===== config.mk =====
export PLATFORM = sky130hd
export DESIGN_NAME = fpe_sequencer
export DESIGN_NICKNAME = d
export VERILOG_FILES = /design/src/inc/fpe_pkg.sv /design/src/hdl/fpe_sequencer.sv
export SDC_FILE = /design/constraint.sdc
export NUM_CORES = 1
export LEC_CHECK = 0
export BUFFER_PORTS_ARGS = -buffer_cell sky130_fd_sc_hd__buf_2
export CELL_PAD_IN_SITES_DETAIL_PLACEMENT = 0
export CELL_PAD_IN_SITES_GLOBAL_PLACEMENT = 1
export CORE_AREA = 2 2 168 153
export DETAILED_ROUTE_END_ITERATION = 6
export DIE_AREA = 0 0 170 155
export HOLD_SLACK_MARGIN = 0.08
export PLACE_DENSITY = 0.75
export SLEW_MARGIN = 0
export SYNTH_ARGS = -nofsm -noshare
export SYNTH_HDL_FRONTEND = slang
export SYNTH_SLANG_ARGS = --single-unit

===== constraint.sdc =====
create_clock -name core_clk -period 7.41 [get_ports core_clk]
set_input_delay 0.3705 -clock core_clk [delete_from_list [all_inputs] [get_ports core_clk]]
set_output_delay 0.3705 -clock core_clk [all_outputs]
set_load 0.1 [all_outputs]

===== src/inc/fpe_pkg.sv =====
// ---------------------------------------------------------------------------
// fpe_pkg: shared constants and types of the flash program/erase sequencer
// ---------------------------------------------------------------------------
// holds timing figures, derived cycle counts, the mode-bit carrier and states.
// assumes a single 200 MHz core clock; counts round up for least waits.
package fpe_pkg;

  // ------------------------------------------------------------------------
  // clock
  // ------------------------------------------------------------------------
  localparam int unsigned CLK_PS = 5000;

  // ------------------------------------------------------------------------
  // wait times in ns, pulse totals in ms, as specified
  // ------------------------------------------------------------------------
  localparam int unsigned T_UNLOCK_NS = 1000;       // after write-unlock set
  localparam int unsigned T_PSETUP_NS = 50000;      // after program setup set
  localparam int unsigned T_PSHORT_NS = 30000;      // pulse, attempts 1..6
  localparam int unsigned T_PLONG_NS = 200000;      // pulse, attempts 7..1000
  localparam int unsigned T_PEXTRA_NS = 10000;      // additional pulse
  localparam int unsigned T_PPOFF_NS = 5000;        // after pulse clear
  localparam int unsigned T_PSOFF_NS = 5000;        // after setup clear
  localparam int unsigned T_PVON_NS = 4000;         // after verify set
  localparam int unsigned T_DUMMY_NS = 2000;        // after dummy write
  localparam int unsigned T_PVOFF_NS = 2000;        // after verify clear
  localparam int unsigned T_LOCKOFF_NS = 100000;    // after unlock clear
  localparam int unsigned T_ESETUP_NS = 100000;     // after erase setup set
  localparam int unsigned T_EPULSE_NS = 10000000;   // erase pulse, 10..100 ms
  localparam int unsigned T_EPOFF_NS = 10000;       // after erase pulse clear
  localparam int unsigned T_ESOFF_NS = 10000;       // after erase setup clear
  localparam int unsigned T_EVON_NS = 20000;        // after erase verify set
  localparam int unsigned T_EVOFF_NS = 4000;        // after erase verify clear
  localparam int unsigned T_PTOTAL_MS = 200;        // pulse total per unit
  localparam int unsigned T_ETOTAL_MS = 1200;       // pulse total per block

  // ------------------------------------------------------------------------
  // derived cycle counts (least waits round up)
  // ------------------------------------------------------------------------
  localparam int unsigned C_UNLOCK = (T_UNLOCK_NS * 1000 + CLK_PS - 1) / CLK_PS;
  localparam int unsigned C_PSETUP = (T_PSETUP_NS * 1000 + CLK_PS - 1) / CLK_PS;
  localparam int unsigned C_PSHORT = (T_PSHORT_NS * 1000) / CLK_PS;
  localparam int unsigned C_PLONG = (T_PLONG_NS * 1000) / CLK_PS;
  localparam int unsigned C_PEXTRA = (T_PEXTRA_NS * 1000) / CLK_PS;
  localparam int unsigned C_PPOFF = (T_PPOFF_NS * 1000 + CLK_PS - 1) / CLK_PS;
  localparam int unsigned C_PSOFF = (T_PSOFF_NS * 1000 + CLK_PS - 1) / CLK_PS;
  localparam int unsigned C_PVON = (T_PVON_NS * 1000 + CLK_PS - 1) / CLK_PS;
  localparam int unsigned C_DUMMY = (T_DUMMY_NS * 1000 + CLK_PS - 1) / CLK_PS;
  localparam int unsigned C_PVOFF = (T_PVOFF_NS * 1000 + CLK_PS - 1) / CLK_PS;
  localparam int unsigned C_LOCKOFF = (T_LOCKOFF_NS * 1000 + CLK_PS - 1) / CLK_PS;
  localparam int unsigned C_ESETUP = (T_ESETUP_NS * 1000 + CLK_PS - 1) / CLK_PS;
  localparam int unsigned C_EPULSE = (T_EPULSE_NS / CLK_PS) * 1000;
  localparam int unsigned C_EPOFF = (T_EPOFF_NS * 1000 + CLK_PS - 1) / CLK_PS;
  localparam int unsigned C_ESOFF = (T_ESOFF_NS * 1000 + CLK_PS - 1) / CLK_PS;
  localparam int unsigned C_EVON = (T_EVON_NS * 1000 + CLK_PS - 1) / CLK_PS;
  localparam int unsigned C_EVOFF = (T_EVOFF_NS * 1000 + CLK_PS - 1) / CLK_PS;
  localparam int unsigned C_PTOTAL = (T_PTOTAL_MS * 1000) * (1000000 / CLK_PS);
  localparam int unsigned C_ETOTAL = (T_ETOTAL_MS * 1000) * (1000000 / CLK_PS);

  // ------------------------------------------------------------------------
  // attempt limits and unit layout
  // ------------------------------------------------------------------------
  localparam logic [15:0] PROG_MAX_TRIES = 16'h03E8;  // 1000
  localparam logic [15:0] ERASE_MAX_TRIES = 16'h0078; // 120
  localparam logic [15:0] SHORT_LAST_TRY = 16'h0006;  // short pulse up to here
  localparam logic [15:0] PROG_UNIT_BYTES = 16'h0080; // 128
  localparam logic [7:0] ERASED_BYTE = 8'hFF;
  localparam logic [7:0] DUMMY_BYTE = 8'hFF;

  // ------------------------------------------------------------------------
  // flash mode control bits driven to the device
  // ------------------------------------------------------------------------
  typedef struct packed {
    logic flash_write_unlock_bit;
    logic program_setup_bit;
    logic program_pulse_bit;
    logic program_verify_bit;
    logic erase_setup_bit;
    logic erase_pulse_bit;
    logic erase_verify_bit;
  } fpe_mode_bits_type;

  typedef enum logic [3:0] {
    ST_IDLE = 4'h0,
    ST_UNLOCK = 4'h1,
    ST_SETUP = 4'h2,
    ST_PULSE = 4'h3,
    ST_PULSE_OFF = 4'h4,
    ST_SETUP_OFF = 4'h5,
    ST_VFY_ON = 4'h6,
    ST_DUMMY = 4'h7,
    ST_DUMMY_WAIT = 4'h8,
    ST_READ = 4'h9,
    ST_COMPARE = 4'hA,
    ST_VFY_OFF = 4'hB,
    ST_LOCK_OFF = 4'hC
  } fpe_state_type;

endpackage


===== src/hdl/fpe_sequencer.sv =====
// ---------------------------------------------------------------------------
// fpe_sequencer: program/erase timing sequencer for on-chip flash
// ---------------------------------------------------------------------------
// drives the flash mode control bits, dummy writes and verify reads.
// assumes device pins synchronous to core_clk, read data one cycle after strobe.
`timescale 1ns/1ps

module fpe_sequencer #(
  parameter int unsigned PSETUP_CYC = fpe_pkg::C_PSETUP,
  parameter int unsigned ESETUP_CYC = fpe_pkg::C_ESETUP,
  parameter int unsigned PSHORT_CYC = fpe_pkg::C_PSHORT,
  parameter int unsigned PLONG_CYC = fpe_pkg::C_PLONG,
  parameter int unsigned EPULSE_CYC = fpe_pkg::C_EPULSE,
  parameter int unsigned LOCKOFF_CYC = fpe_pkg::C_LOCKOFF,
  parameter int unsigned PTOTAL_CYC = fpe_pkg::C_PTOTAL,
  parameter int unsigned ETOTAL_CYC = fpe_pkg::C_ETOTAL,
  parameter logic [15:0] ERASE_BYTES = 16'h0080
) (
  // clock and reset
  input wire logic core_clk,
  input wire logic rst_b,
  // user command side
  input wire logic start_program,
  input wire logic start_erase,
  input wire logic [15:0] base_addr,
  input wire logic [7:0] expect_byte,
  output logic [15:0] verify_index,
  output logic busy,
  output logic done,
  output logic failed,
  output logic [15:0] attempts,
  // device side
  output fpe_pkg::fpe_mode_bits_type mode_bits,
  output logic mem_wr,
  output logic mem_rd,
  output logic [15:0] mem_addr,
  output logic [7:0] mem_wdata,
  input wire logic [7:0] mem_rdata
);

  // ------------------------------------------------------------------------
  // state and working registers
  // ------------------------------------------------------------------------
  fpe_pkg::fpe_state_type state_q, state_d;
  logic erase_q;
  logic extra_q, extra_d;
  logic [15:0] tries_q, tries_d;
  logic [31:0] timer_q;
  logic [31:0] total_q;
  logic [15:0] idx_q;
  logic bad_q;
  logic fail_q, fail_d;
  logic done_q;
  logic [31:0] cur_len;
  logic [31:0] next_len;
  logic fits;
  logic last_byte;
  logic timer_zero;

  assign timer_zero = (timer_q == 32'h0000_0000);
  assign last_byte = erase_q ? (idx_q == ERASE_BYTES - 16'h0001)
                             : (idx_q == fpe_pkg::PROG_UNIT_BYTES - 16'h0001);

  // pulse length for a given attempt number and extra-pulse flag
  function automatic logic [31:0] pulse_len(input logic er, input logic [15:0] n,
                                            input logic ex);
    if (er) begin
      pulse_len = EPULSE_CYC;
    end else if (ex) begin
      pulse_len = fpe_pkg::C_PEXTRA;
    end else if (n <= fpe_pkg::SHORT_LAST_TRY) begin
      pulse_len = PSHORT_CYC;
    end else begin
      pulse_len = PLONG_CYC;
    end
  endfunction

  // time spent in each state; dummy, read and compare are single cycles
  function automatic logic [31:0] dwell(input fpe_pkg::fpe_state_type st,
                                        input logic er, input logic [31:0] plen);
    unique case (st)
      fpe_pkg::ST_UNLOCK: dwell = fpe_pkg::C_UNLOCK;
      fpe_pkg::ST_SETUP: dwell = er ? ESETUP_CYC : PSETUP_CYC;
      fpe_pkg::ST_PULSE: dwell = plen;
      fpe_pkg::ST_PULSE_OFF: dwell = er ? fpe_pkg::C_EPOFF : fpe_pkg::C_PPOFF;
      fpe_pkg::ST_SETUP_OFF: dwell = er ? fpe_pkg::C_ESOFF : fpe_pkg::C_PSOFF;
      fpe_pkg::ST_VFY_ON: dwell = er ? fpe_pkg::C_EVON : fpe_pkg::C_PVON;
      fpe_pkg::ST_DUMMY_WAIT: dwell = fpe_pkg::C_DUMMY;
      fpe_pkg::ST_VFY_OFF: dwell = er ? fpe_pkg::C_EVOFF : fpe_pkg::C_PVOFF;
      fpe_pkg::ST_LOCK_OFF: dwell = LOCKOFF_CYC;
      default: dwell = 32'h0000_0001;
    endcase
  endfunction

  assign cur_len = pulse_len(erase_q, tries_q, extra_q);
  // length of the pulse a retry or extra pass would use; from registers only,
  // so the budget decision below cannot feed back into itself
  assign next_len = pulse_len(erase_q, bad_q ? tries_q + 16'h0001 : tries_q, !bad_q);
  // a further pulse must keep the running total inside the budget
  assign fits = ({1'b0, total_q} + {1'b0, next_len})
                <= {1'b0, (erase_q ? ETOTAL_CYC : PTOTAL_CYC)};

  // ------------------------------------------------------------------------
  // next-state decision
  // ------------------------------------------------------------------------
  always_comb begin
    state_d = state_q;
    tries_d = tries_q;
    extra_d = extra_q;
    fail_d = fail_q;
    unique case (state_q)
      fpe_pkg::ST_IDLE: begin
        if (start_program || start_erase) begin
          state_d = fpe_pkg::ST_UNLOCK;
          tries_d = 16'h0001;
          extra_d = 1'b0;
          fail_d = 1'b0;
        end
      end
      fpe_pkg::ST_UNLOCK: begin
        if (timer_zero) begin
          state_d = fpe_pkg::ST_SETUP;
        end
      end
      fpe_pkg::ST_SETUP: if (timer_zero) state_d = fpe_pkg::ST_PULSE;
      fpe_pkg::ST_PULSE: if (timer_zero) state_d = fpe_pkg::ST_PULSE_OFF;
      fpe_pkg::ST_PULSE_OFF: if (timer_zero) state_d = fpe_pkg::ST_SETUP_OFF;
      fpe_pkg::ST_SETUP_OFF: if (timer_zero) state_d = fpe_pkg::ST_VFY_ON;
      fpe_pkg::ST_VFY_ON: if (timer_zero) state_d = fpe_pkg::ST_DUMMY;
      fpe_pkg::ST_DUMMY: state_d = fpe_pkg::ST_DUMMY_WAIT;
      fpe_pkg::ST_DUMMY_WAIT: if (timer_zero) state_d = fpe_pkg::ST_READ;
      fpe_pkg::ST_READ: state_d = fpe_pkg::ST_COMPARE;
      fpe_pkg::ST_COMPARE: begin
        state_d = last_byte ? fpe_pkg::ST_VFY_OFF : fpe_pkg::ST_DUMMY;
      end
      fpe_pkg::ST_VFY_OFF: begin
        if (timer_zero) begin
          if (extra_q || (!bad_q && erase_q)) begin
            state_d = fpe_pkg::ST_LOCK_OFF;
          end else if (!bad_q) begin
            // early success earns one short reinforcing pulse
            if (tries_q <= fpe_pkg::SHORT_LAST_TRY) begin
              extra_d = 1'b1;
              state_d = fpe_pkg::ST_SETUP;
            end else begin
              state_d = fpe_pkg::ST_LOCK_OFF;
            end
          end else if (tries_q == (erase_q ? fpe_pkg::ERASE_MAX_TRIES
                                           : fpe_pkg::PROG_MAX_TRIES)) begin
            fail_d = 1'b1;
            state_d = fpe_pkg::ST_LOCK_OFF;
          end else begin
            tries_d = tries_q + 16'h0001;
            state_d = fpe_pkg::ST_SETUP;
          end
          // refuse a pulse that would break the total budget
          if ((state_d == fpe_pkg::ST_SETUP) && !fits) begin
            fail_d = 1'b1;
            tries_d = tries_q;
            extra_d = extra_q;
            state_d = fpe_pkg::ST_LOCK_OFF;
          end
        end
      end
      fpe_pkg::ST_LOCK_OFF: if (timer_zero) state_d = fpe_pkg::ST_IDLE;
      default: state_d = fpe_pkg::ST_IDLE;
    endcase
  end

  // ------------------------------------------------------------------------
  // state, attempt and flag registers
  // ------------------------------------------------------------------------
  // state and attempt bookkeeping
  always_ff @(posedge core_clk or negedge rst_b) begin
    if (!rst_b) begin
      state_q <= fpe_pkg::ST_IDLE;
      tries_q <= 16'h0000;
      extra_q <= 1'b0;
      fail_q <= 1'b0;
      erase_q <= 1'b0;
    end else begin
      state_q <= state_d;
      tries_q <= tries_d;
      extra_q <= extra_d;
      fail_q <= fail_d;
      if (state_q == fpe_pkg::ST_IDLE && state_d == fpe_pkg::ST_UNLOCK) begin
        erase_q <= !start_program; // program wins if both are asked
      end
    end
  end

  // one dwell timer, reloaded on every state change
  always_ff @(posedge core_clk or negedge rst_b) begin
    if (!rst_b) begin
      timer_q <= 32'h0000_0000;
    end else if (state_d != state_q) begin
      timer_q <= dwell(state_d, (state_q == fpe_pkg::ST_IDLE) ? !start_program : erase_q,
                       cur_len) - 32'h0000_0001;
    end else if (!timer_zero) begin
      timer_q <= timer_q - 32'h0000_0001;
    end
  end

  // running pulse total, excluding verify time
  always_ff @(posedge core_clk or negedge rst_b) begin
    if (!rst_b) begin
      total_q <= 32'h0000_0000;
    end else if (state_q == fpe_pkg::ST_IDLE) begin
      total_q <= 32'h0000_0000;
    end else if (state_q == fpe_pkg::ST_PULSE && timer_zero) begin
      total_q <= total_q + cur_len;
    end
  end

  // byte walk and mismatch flag over the verify pass
  always_ff @(posedge core_clk or negedge rst_b) begin
    if (!rst_b) begin
      idx_q <= 16'h0000;
      bad_q <= 1'b0;
    end else if (state_q == fpe_pkg::ST_VFY_ON) begin
      idx_q <= 16'h0000;
      bad_q <= 1'b0;
    end else if (state_q == fpe_pkg::ST_COMPARE) begin
      idx_q <= idx_q + 16'h0001;
      if (mem_rdata != (erase_q ? fpe_pkg::ERASED_BYTE : expect_byte)) begin
        bad_q <= 1'b1;
      end
    end
  end

  // ------------------------------------------------------------------------
  // device-facing outputs, registered from the next state
  // ------------------------------------------------------------------------
  // bits follow the state; erase flavour chosen by the latched mode
  always_ff @(posedge core_clk or negedge rst_b) begin
    if (!rst_b) begin
      mode_bits <= '0;
      mem_wr <= 1'b0;
      mem_rd <= 1'b0;
      mem_addr <= 16'h0000;
      done_q <= 1'b0;
    end else begin
      mode_bits <= '0;
      mode_bits.flash_write_unlock_bit <= (state_d != fpe_pkg::ST_IDLE)
                                          && (state_d != fpe_pkg::ST_LOCK_OFF);
      if (state_d == fpe_pkg::ST_SETUP || state_d == fpe_pkg::ST_PULSE
          || state_d == fpe_pkg::ST_PULSE_OFF) begin
        mode_bits.program_setup_bit <= !erase_q;
        mode_bits.erase_setup_bit <= erase_q;
      end
      if (state_d == fpe_pkg::ST_PULSE) begin
        mode_bits.program_pulse_bit <= !erase_q;
        mode_bits.erase_pulse_bit <= erase_q;
      end
      if (state_d == fpe_pkg::ST_VFY_ON || state_d == fpe_pkg::ST_DUMMY
          || state_d == fpe_pkg::ST_DUMMY_WAIT || state_d == fpe_pkg::ST_READ
          || state_d == fpe_pkg::ST_COMPARE) begin
        mode_bits.program_verify_bit <= !erase_q;
        mode_bits.erase_verify_bit <= erase_q;
      end
      mem_wr <= (state_d == fpe_pkg::ST_DUMMY);
      mem_rd <= (state_d == fpe_pkg::ST_READ);
      mem_addr <= base_addr + ((state_q == fpe_pkg::ST_COMPARE) ? idx_q + 16'h0001 : idx_q);
      done_q <= (state_q == fpe_pkg::ST_LOCK_OFF) && timer_zero;
    end
  end

  assign mem_wdata = fpe_pkg::DUMMY_BYTE;
  assign verify_index = idx_q;
  assign busy = (state_q != fpe_pkg::ST_IDLE);
  assign done = done_q;
  assign failed = fail_q;
  assign attempts = tries_q;

  // ------------------------------------------------------------------------
  // checks
  // ------------------------------------------------------------------------
  // cycles the mode bits have stood unchanged, for spacing checks
  logic [31:0] hold_q;
  logic [31:0] pulse_run_q;
  logic [31:0] since_wr_q;
  fpe_pkg::fpe_mode_bits_type mode_prev_q;
  always_ff @(posedge core_clk or negedge rst_b) begin
    if (!rst_b) begin
      hold_q <= 32'h0000_0000;
      pulse_run_q <= 32'h0000_0000;
      since_wr_q <= 32'h0000_0000;
      mode_prev_q <= '0;
    end else begin
      mode_prev_q <= mode_bits;
      hold_q <= (mode_bits != mode_prev_q) ? 32'h0000_0001 : hold_q + 32'h0000_0001;
      pulse_run_q <= mode_bits.erase_pulse_bit ? pulse_run_q + 32'h0000_0001 : 32'h0000_0000;
      since_wr_q <= mem_wr ? 32'h0000_0001 : since_wr_q + 32'h0000_0001;
    end
  end
endmodule


# Yosys cells after proc, flatten, opt, wreduce, memory -nomap -nowiden
# Cells that the tools add are included.
[totals]
wordCells = 174
register_bits = 130
input_bits = 36
out_inout_bits = 68
[classes]
eq_ne = 42
n_addsub = 7
n_reduce_logical = 31
n_lt_le_gt_ge = 3
muxes = 71
[op_table]
columns = ["cell", "count"]
rows = [
  ["$pmux 32 s8", 1],
  ["$mux 32", 7],
  ["$mux 16", 12],
  ["$mux 4", 18],
  ["$sub 32x1->32 const B", 2],
  ["$pmux 4 s13", 1],
  ["$eq 4x4->1 const B", 10],
  ["$add 32x32->33", 1],
  ["$le 33x28->1", 1],
  ["$add 16x1->16 const B", 2],
  ["$add 32x32->32", 1],
  ["$eq 4x3->1 const B", 8],
  ["$le 16x3->1 const B", 2],
  ["$logic_not 32->1", 1],
  ["$pmux 16 s2", 1],
  ["$mux 28", 1],
  ["$mux 1", 21],
  ["$mux 21", 1],
  ["$eq 4x2->1 const B", 5],
  ["$mux 10", 2],
  ["$add 16x16->16", 1],
  ["$eq 16x10->1", 1],
  ["$eq 16x7->1 const B", 1],
  ["$ne 2x2->1 const B", 8],
  ["other kinds (21)", 45],
]

# Logic depth before layout (Yosys ltp)
# Gate-level depths: netlist (run 1).
[logic_depth]
ltp_word = 19
depth_mapped = 44
ltp_nobuf = 42

# Worst setup path before layout (run 1)
# Ideal clock, no wire load.
[synth_path]
path_type = "register to register"
startpoint = "register tries_q[1], in the netlist attempts[1]"
endpoint = "register timer_q[16]"
required_time_ns = 7.320
slack_ns = -1.041
stages_incl_launch_ff = 45
arrival_ns = 8.361
setup_time_ns = 0.090
synth_period_minus_slack_ns = 8.451
path_buffers = 2
cell_sequence = "dfrtp_1 ha_1 nand4_1 nor2_1 and3_1 and3_1 clkbuf_1 nand2_1 nor2_1 nor2_1 o22ai_1 nand4_1 nor2_1 o21ai_0 inv_1 ha_1 inv_1 fa_1 [9 not listed] nor2_1 a221o_1 or4_1 o21ba_1 buf_6 clkinv_4 o21ai_2 a21oi_2 a311oi_1 a22oi_1 ha_1 o21ai_0 a31oi_1 nand2_1 nor3_2 nand3_1 or3_1 a22oi_1"
[synth_between]
elab_chain_cells = 19
word_cells_on_any_way = 41
cone_classes = "add/sub: 3; order compare: 3; eq/ne: 13; mux: 19; reduce/logical: 3"
[synth_rtl]
columns = ["element", "line", "text"]
rows = [
  ["start, declared", "fpe_sequencer.sv:47", "logic [15:0] tries_q, tries_d;"],
  ["start signal, assigned", "fpe_sequencer.sv:183", "tries_q <= tries_d;"],
  ["$add 16x1->16", "fpe_sequencer.sv:98", "assign next_len = pulse_len(erase_q, bad_q ? tries_q + 16'h0001 : tries_q, !bad_q);"],
  ["$mux 16", "fpe_sequencer.sv:98", ""],
  ["$le 16x3->1", "fpe_sequencer.sv:71", "end else if (n <= fpe_pkg::SHORT_LAST_TRY) begin"],
  ["$mux 16", "fpe_sequencer.sv:71", ""],
  ["$mux 16", "fpe_sequencer.sv:69", "end else if (ex) begin"],
  ["$mux 21", "fpe_sequencer.sv:67", "if (er) begin"],
  ["$add 32x32->33", "fpe_sequencer.sv:100", "assign fits = ({1'b0, total_q} + {1'b0, next_len})"],
  ["$le 33x28->1", "fpe_sequencer.sv:101", "<= {1'b0, (erase_q ? ETOTAL_CYC : PTOTAL_CYC)};"],
  ["[4 not listed]", "-", ""],
  ["$pmux 4 s13 (*)", "fpe_sequencer.sv:111", "unique case (state_q)"],
  ["via state_d[1]", "fpe_sequencer.sv:44", "fpe_pkg::fpe_state_type state_q, state_d;"],
  ["$eq 4x3->1", "fpe_sequencer.sv:81", "unique case (st)"],
  ["$reduce_or 2->1 (no line)", "-", ""],
  ["$pmux 32 s8", "fpe_sequencer.sv:81", ""],
  ["$mux 32", "fpe_sequencer.sv:196", "end else if (state_d != state_q) begin"],
  ["$sub 32x1->32", "fpe_sequencer.sv:198", "cur_len) - 32'h0000_0001;"],
  ["$mux 32", "fpe_sequencer.sv:196", ""],
  ["end signal, assigned", "fpe_sequencer.sv:197", "timer_q <= dwell(state_d, (state_q == fpe_pkg::ST_IDLE) ? !start_program : erase_q,"],
  ["end signal, assigned", "fpe_sequencer.sv:200", "timer_q <= timer_q - 32'h0000_0001;"],
  ["end, declared", "fpe_sequencer.sv:48", "logic [31:0] timer_q;"],
]
# The timed path passes the listed nets; every way through them passes the cells marked *. The select of a mux whose other input is x is not followed.
# A chain may end at the register's enable or synchronous reset.

# Worst setup path after layout (run 1)
[layout_path]
startpoint = "register tries_q[0], in the netlist attempts[0]"
endpoint = "register timer_q[16]"
# The elaborated chain is that of the path after synthesis.

==> results of run 1 <==
## cell usage in the layout, fill, tap and decap left out, types with 33 or more instances in the layout
cell type  Yosys  routed
nand2_1       94      92
xor2_1        33      33
o21ai_0       79      72
nand3_1       51      49
buf_2         13      94
dfrtp_1      126     116
buf_4          9      77
ha_1          49      42
nor2_1       118     112
a21oi_1       73      67
xnor2_1       47      47
## area by class of cell
cell class / instances / share of cell area
multi-input cells: 965 / 0.5502
flip-flops and latches: 126 / 0.2634
repair buffers: 177 / 0.09234
clock buffers: 17 / 0.03524
well taps: 313 / 0.03244
clock inverters: 15 / 0.01409
inverters: 36 / 0.01223
## per-stage QoR
step	instances	instance area, um^2	setup WS, ns
finish	1649	12070	-0.02515
CTS	1626	11650	0.007804
floorplan	1204	10120	-0.1399
global route	1649	12070	-0.4631
global placement	1592	11030	0.06922
detailed placement	1592	11030	-0.1047
## sequential cells by signal, indices dropped and copies added, names as in the netlist
register      count
timer_q          32
total_q          28
attempts         16
mem_addr         16
verify_index     16
mode_bits         7
state_q           4
bad_q             1
done              1
erase_q           1
extra_q           1
failed            1
mem_rd            1
mem_wr            1
## where the power goes
| group | internal [mW] | total [mW] | switching (mW) |
|---|---|---|---|
| clock network | 0.453 | 0.858 | 0.405 |
| registers | 0.754 | 0.820 | 0.0667 |
| logic | 0.471 | 1.32 | 0.853 |
## cell families (layout without fill, tap and decap cells)
| logic type | after synthesis | count (layout) | share of synthesized area |
|---|---|---|---|
| AND/OR/NAND/NOR | 459 | 459 | 0.2414 |
| flip-flops | 126 | 126 | 0.3168 |
| AO/OA/AOI/OAI | 359 | 359 | 0.2458 |
| multiplexers | 7 | 7 | 0.007166 |
| XOR/XNOR | 80 | 80 | 0.07040 |
| buffers and inverters | 113 | 245 | 0.05041 |
| other | 1 | 8 | 0.0003768 |
| adder cells (fa/ha/maj) | 52 | 52 | 0.06764 |
## timing repair
action                                  4_1_cts  5_1_grt
endpoints found under the setup margin        9       27
endpoints found under the hold margin        54        0
setup buffers                                 1       23
pin swaps                                     2       47
hold buffers                                  1        0
gates resized for setup                       1       56
## per-layer routing
metal | GRT usage | part of all wire | vias to the layer above
li1 | - | - | 4662
met1 | 0.3168 | 0.49 | 4597
met2 | 0.3388 | 0.45 | 262
met3 | 0.03841 | 0.048 | 39
met4 | 0.05372 | 0.015 | 0
met5 | 0 | 0 | -
## how the worst min path moves through the flow
stage                     cells after the start  slack [ns]          from      endpoint
after global routing                          2        0.18  base_addr[0]   mem_addr[0]
after global placement                        1        0.38         rst_b   attempts[6]
after CTS                                     2        0.17  base_addr[0]   mem_addr[0]
final                                         2        0.17  base_addr[0]   mem_addr[0]
after detailed placement                      1        0.39         rst_b   attempts[5]
after floorplan                               0        0.07         rst_b  attempts[10]
==> run_results.csv, run 1 <==
group,metric,value,unit
setup_path,crit_arrival,7.79,ns
die,die-area,26350,um^2
die,io_pins,104,
synthesis,syn_area_per_cell,8.314,um^2
die,die_h,155,um
routing,vias_per_cell,5.797,
die,core,24770,um^2
synthesis,async_flop_share,1.000,
synthesis,ys_seq_area_frac,0.3168,
synthesis,synth_cell_type_count,93,
setup_path,critPathSlowestCell,"or4_1",
setup_path,worst-path-stages,40,
synthesis,syn_area,9952,um^2
clocking,htreeDepth,4,
timing,hold_slack,0.1740,ns
setup_path,cp-startpoint,"attempts[0]",
timing,finalSetupTns,-0.03171,ns
synthesis,yosysTopAreaCell,"dfrtp_1",
synthesis,synth_seq_cells,126,
flow_run,cap_violations,0,
routing,num_vias,9560,
die,die_width,170,um
grt,antenna_found_initial,0,
outcome,status,"complete, but fails checks",
setup_path,regToRegSetupSlack,-0.03,ns
setup_path,crit_fanout,6,
grt,grt_pass1_wl,46550,um
setup_path,critPathTopFamily,"simple AND/OR/NAND/NOR gates",
grt,grt_pass1_vias,8812,
pwr,ir_drop,0.1239,mV
routing,drc,0,
timing,maxSlewHeadroom,0.3255,
setup_path,rr_startpoint,"attempts[0]",
placed_design,dpl.hpwl,20730,um
timing,max_freq,0.1345,GHz
setup_path,reg2reg_to,"timer_q[16]",
clocking,clk_latency,0.45,ns
synthesis,yosysWarnings,0,
clocking,cts_root_buffer,"clkbuf_16",
worst_hold_path,holdCritPathClass,"input port to flip-flop",
pwr,pwr_density_cell,248.7,nW/um^2
timing,hold_viol,0,
finish,fillerInstances,2388,
synthesis,syn_inst,1197,
synthesis,synth_commonest_cells,"dfrtp_1, nor2_1, nand2_1",
finish,final_util,0.4873,
timing,period_share,1.003,
setup_path,critPathCapture,"timer_q[16]",
die,rows,55,
pwr,p_total,3.002,mW
timing,fin_crit,7.435,ns
setup_path,critPathLaunchType,"flip-flop",
synthesis,synth_edf_count,0,
routing,drtAntennaViolNets,0,
clocking,cts_tree,"done",
synthesis,synthFlopType,"dfrtp_1",
finish,n_antenna_cell,0,
routing,drt_iter0_drc,727,
timing,worstMarginPinSlew,1.009,ns
setup_path,worstPathRequired,7.76,ns
clocking,cts-buffers-inserted,17,
synthesis,synthTopCellsByArea,"dfrtp_1, ha_1, nor2_1, xnor2_1, o21ai_0",
grt,grt_use_total,0.2188,
pwr,p_leak,5.512,nW
setup_path,crit_buf_inv,3,
finish,multi_input_area,6643,um^2
finish,area_growth,21.31,%
finish,nets,1411,
setup_path,endpoint_kind,"flip-flop",
outcome,violations,"negative setup slack",
clocking,clock_sinks,126,
clocking,clk_path_buf_depth,2,
grt,grt_max_degree,73,
placed_design,port_buffers,95,
die,start_util,0.4017,
finish,drive_gt1_frac,0.2305,
finish,regArea,3181,um^2
setup_path,cp_slowest_stage_delay,0.50,ns
routing,post_drt_wl_per_cell,17.60,um
synthesis,yosys.cell_count.top_type,"dfrtp_1",
grt,grt_overflow,0,
synthesis,synth_top_area_share,0.3168,
timing,final.setup_skew,0.01952,ns
clocking,cts.clk_slew.worst_paths,0.07,ns
placed_design,gp_congestion,0.9026,
setup_path,ff2ff_path_depth,40,
timing,maxSlewViolCount,0,
routing,firstDrtPassIters,5,
routing,wl,29020,um
timing,timing.final.ws_setup,-0.02515,ns
setup_path,worstSetupPathType,"flip-flop to flip-flop",
timing,finalSetupViolations,2,
timing,rsz0062_at_grt,"true",
Power figures use the tool's default switching activity.
==> inputs of run 2 (changes only) <==
--- a/config.mk
+++ b/config.mk
@@ -6,11 +6,9 @@
 export NUM_CORES = 1
 export LEC_CHECK = 0
 export BUFFER_PORTS_ARGS = -buffer_cell sky130_fd_sc_hd__buf_2
-export CELL_PAD_IN_SITES_DETAIL_PLACEMENT = 0
-export CELL_PAD_IN_SITES_GLOBAL_PLACEMENT = 1
-export CORE_AREA = 2 2 168 153
+export CORE_AREA = 2 2 145 133
 export DETAILED_ROUTE_END_ITERATION = 6
-export DIE_AREA = 0 0 170 155
+export DIE_AREA = 0 0 147 135
 export HOLD_SLACK_MARGIN = 0.08
 export PLACE_DENSITY = 0.75
 export SLEW_MARGIN = 0
==> run_results.csv, run 2 (same netlist as run 1, synthesis figures left out) <==
group,metric,value,unit
routing,drtAntennaViolNets,0,
pwr,ir_drop,0.2309,mV
grt,grt_max_degree,68,
setup_path,critPathLaunchType,"flip-flop",
timing,finalSetupViolations,0,
die,io_pins,104,
finish,nets,1400,
outcome,status,"complete, but fails checks",
timing,finalSetupTns,0,ns
setup_path,crit_top_cell,"nor2_2",
setup_path,endpoint_kind,"flip-flop",
die,die_h,135,um
grt,grt_overflow,0,
die,die-area,19850,um^2
setup_path,worstPathRequired,7.70,ns
setup_path,worstSetupPathType,"flip-flop to flip-flop",
worst_hold_path,holdCritPathClass,"input port to flip-flop",
clocking,htreeDepth,4,
finish,final_util,0.6526,
finish,reg_top3,"timer_q (32), total_q (28)",
routing,drc,1,
finish,n_antenna_cell,0,
setup_path,critPathSlowestCell,"or4_1",
grt,antenna_found_initial,0,
finish,regMostFlops,"timer_q",
clocking,clk_latency,0.43,ns
routing,post_drt_wl_per_cell,18.00,um
clocking,clock_sinks,126,
finish,fillerInstances,1504,
finish,drive_gt1_frac,0.2219,
clocking,cts-buffers-inserted,17,
timing,max_freq,0.1353,GHz
die,rows,47,
clocking,cts.clk_slew.worst_paths,0.06,ns
clocking,cts_root_buffer,"clkbuf_16",
timing,maxSlewViolCount,0,
finish,layout_commonest_cell,"dfrtp_1",
clocking,cts_tree,"done",
flow_run,cap_violations,0,
grt,grt_pass1_vias,8936,
placed_design,gp_congestion,0.9442,
timing,maxSlewHeadroom,0.3525,
setup_path,crit_buf_inv,4,
die,die_width,147,um
pwr,p_total,2.919,mW
outcome,violations,"design-rule violations",
routing,drt_iter0_drc,656,
clocking,clk_path_buf_depth,2,
setup_path,crit_arrival,7.68,ns
setup_path,critPathTopFamily,"simple AND/OR/NAND/NOR gates",
finish,area_growth,19.54,%
die,core,18230,um^2
timing,worstMarginPinSlew,0.9682,ns
finish,largest_reg_flops,32,
timing,hold_viol,0,
die,start_util,0.5459,
routing,num_vias,9709,
setup_path,cp_slowest_stage_delay,0.44,ns
grt,grt_use_total,0.2796,
placed_design,dpl.hpwl,20210,um
timing,fin_crit,7.390,ns
pwr,pwr_density_cell,245.4,nW/um^2
routing,wl,28260,um
timing,period_share,0.9973,
finish,layout_common_cells,"dfrtp_1, nor2_1, buf_2",
placed_design,port_buffers,95,
routing,vias_per_cell,6.184,
timing,rsz0062_at_grt,"true",
routing,firstDrtPassIters,7,
timing,final.setup_skew,0.01149,ns
setup_path,crit_fanout,5,
grt,grt_pass1_wl,45150,um
pwr,p_leak,5.442,nW
==> run 2: path summary, 6_finish.rpt <==
path	startpoint	cells after the start	slack, ns	end
worst min register to register	failed	2	0.47	failed
worst max-delay path	attempts[1]	43	0.02	timer_q[14]
worst max register to register	attempts[1]	43	0.02	timer_q[14]
min in group asynchronous	rst_b	2	0.49	verify_index[13]
max in group asynchronous	rst_b	3	5.70	total_q[26]
worst min-delay path	base_addr[0]	2	0.19	mem_addr[0]
==> run 2: layout make-up <==
class / count / area, um^2 / share of cell area
well taps: 245 / 306.5 / 0.02577
repair buffers: 166 / 1032 / 0.08677
flip-flops and latches: 126 / 3181 / 0.2674
clock inverters: 13 / 107.6 / 0.009045
inverters: 36 / 147.6 / 0.01241
multi-input cells: 965 / 6679 / 0.5614
clock buffers: 19 / 442.9 / 0.03723
==> run 2: what timing repair did <==
item / 4_1_cts / 5_1_grt
pin swaps: 1 / 28
hold endpoints to repair: 66 / 0
buffers inserted: 0 / 16
hold buffers: 1 / 0
gates resized for setup: 3 / 57
endpoints found under the setup margin: 11 / 27
==> run 2: per-stage QoR <==
stage / cells / cell area (um^2) / hold slack [ns] / setup slack, ns
final: 1570 / 11900 / 0.1858 / 0.01968
after global routing: 1570 / 11900 / 0.1885 / -0.4333
after CTS: 1554 / 11500 / 0.1741 / 0.03783
after detailed placement: 1521 / 10930 / 0.4157 / -0.06374
after global placement: 1521 / 10930 / 0.4107 / 0.1643
after floorplan: 1204 / 10120 / 0.07491 / -0.1399
==> run 2: where the power goes <==
part,internal (mW),leakage (nW),switching [mW],total (mW)
Sequential,0.754,1.67,0.0644,0.819
Clock,0.444,0.259,0.348,0.792
Combinational,0.442,3.51,0.866,1.31
==> run 2: worst register-to-register path, delay by kind of cell, from the launching register on <==
kind / cells / cell delay (ns)
AND/OR/NAND/NOR: 17 / 2.69
AO/OA/AOI/OAI: 16 / 2.58
adder cells (fa/ha/maj): 5 / 1.09
flip-flops: 1 / 0.42
buffers and inverters: 4 / 0.41
XOR/XNOR: 1 / 0.08
==> run 2: layer usage <==
| metal | track usage | part of all wire | vias to the layer above |
|---|---|---|---|
| met2 | 0.4531 | 0.47 | 412 |
| li1 | - | - | 4631 |
| met3 | 0.04932 | 0.070 | 42 |
| met5 | 0 | 0 | - |
| met1 | 0.3823 | 0.44 | 4624 |
| met4 | 0.09295 | 0.020 | 0 |
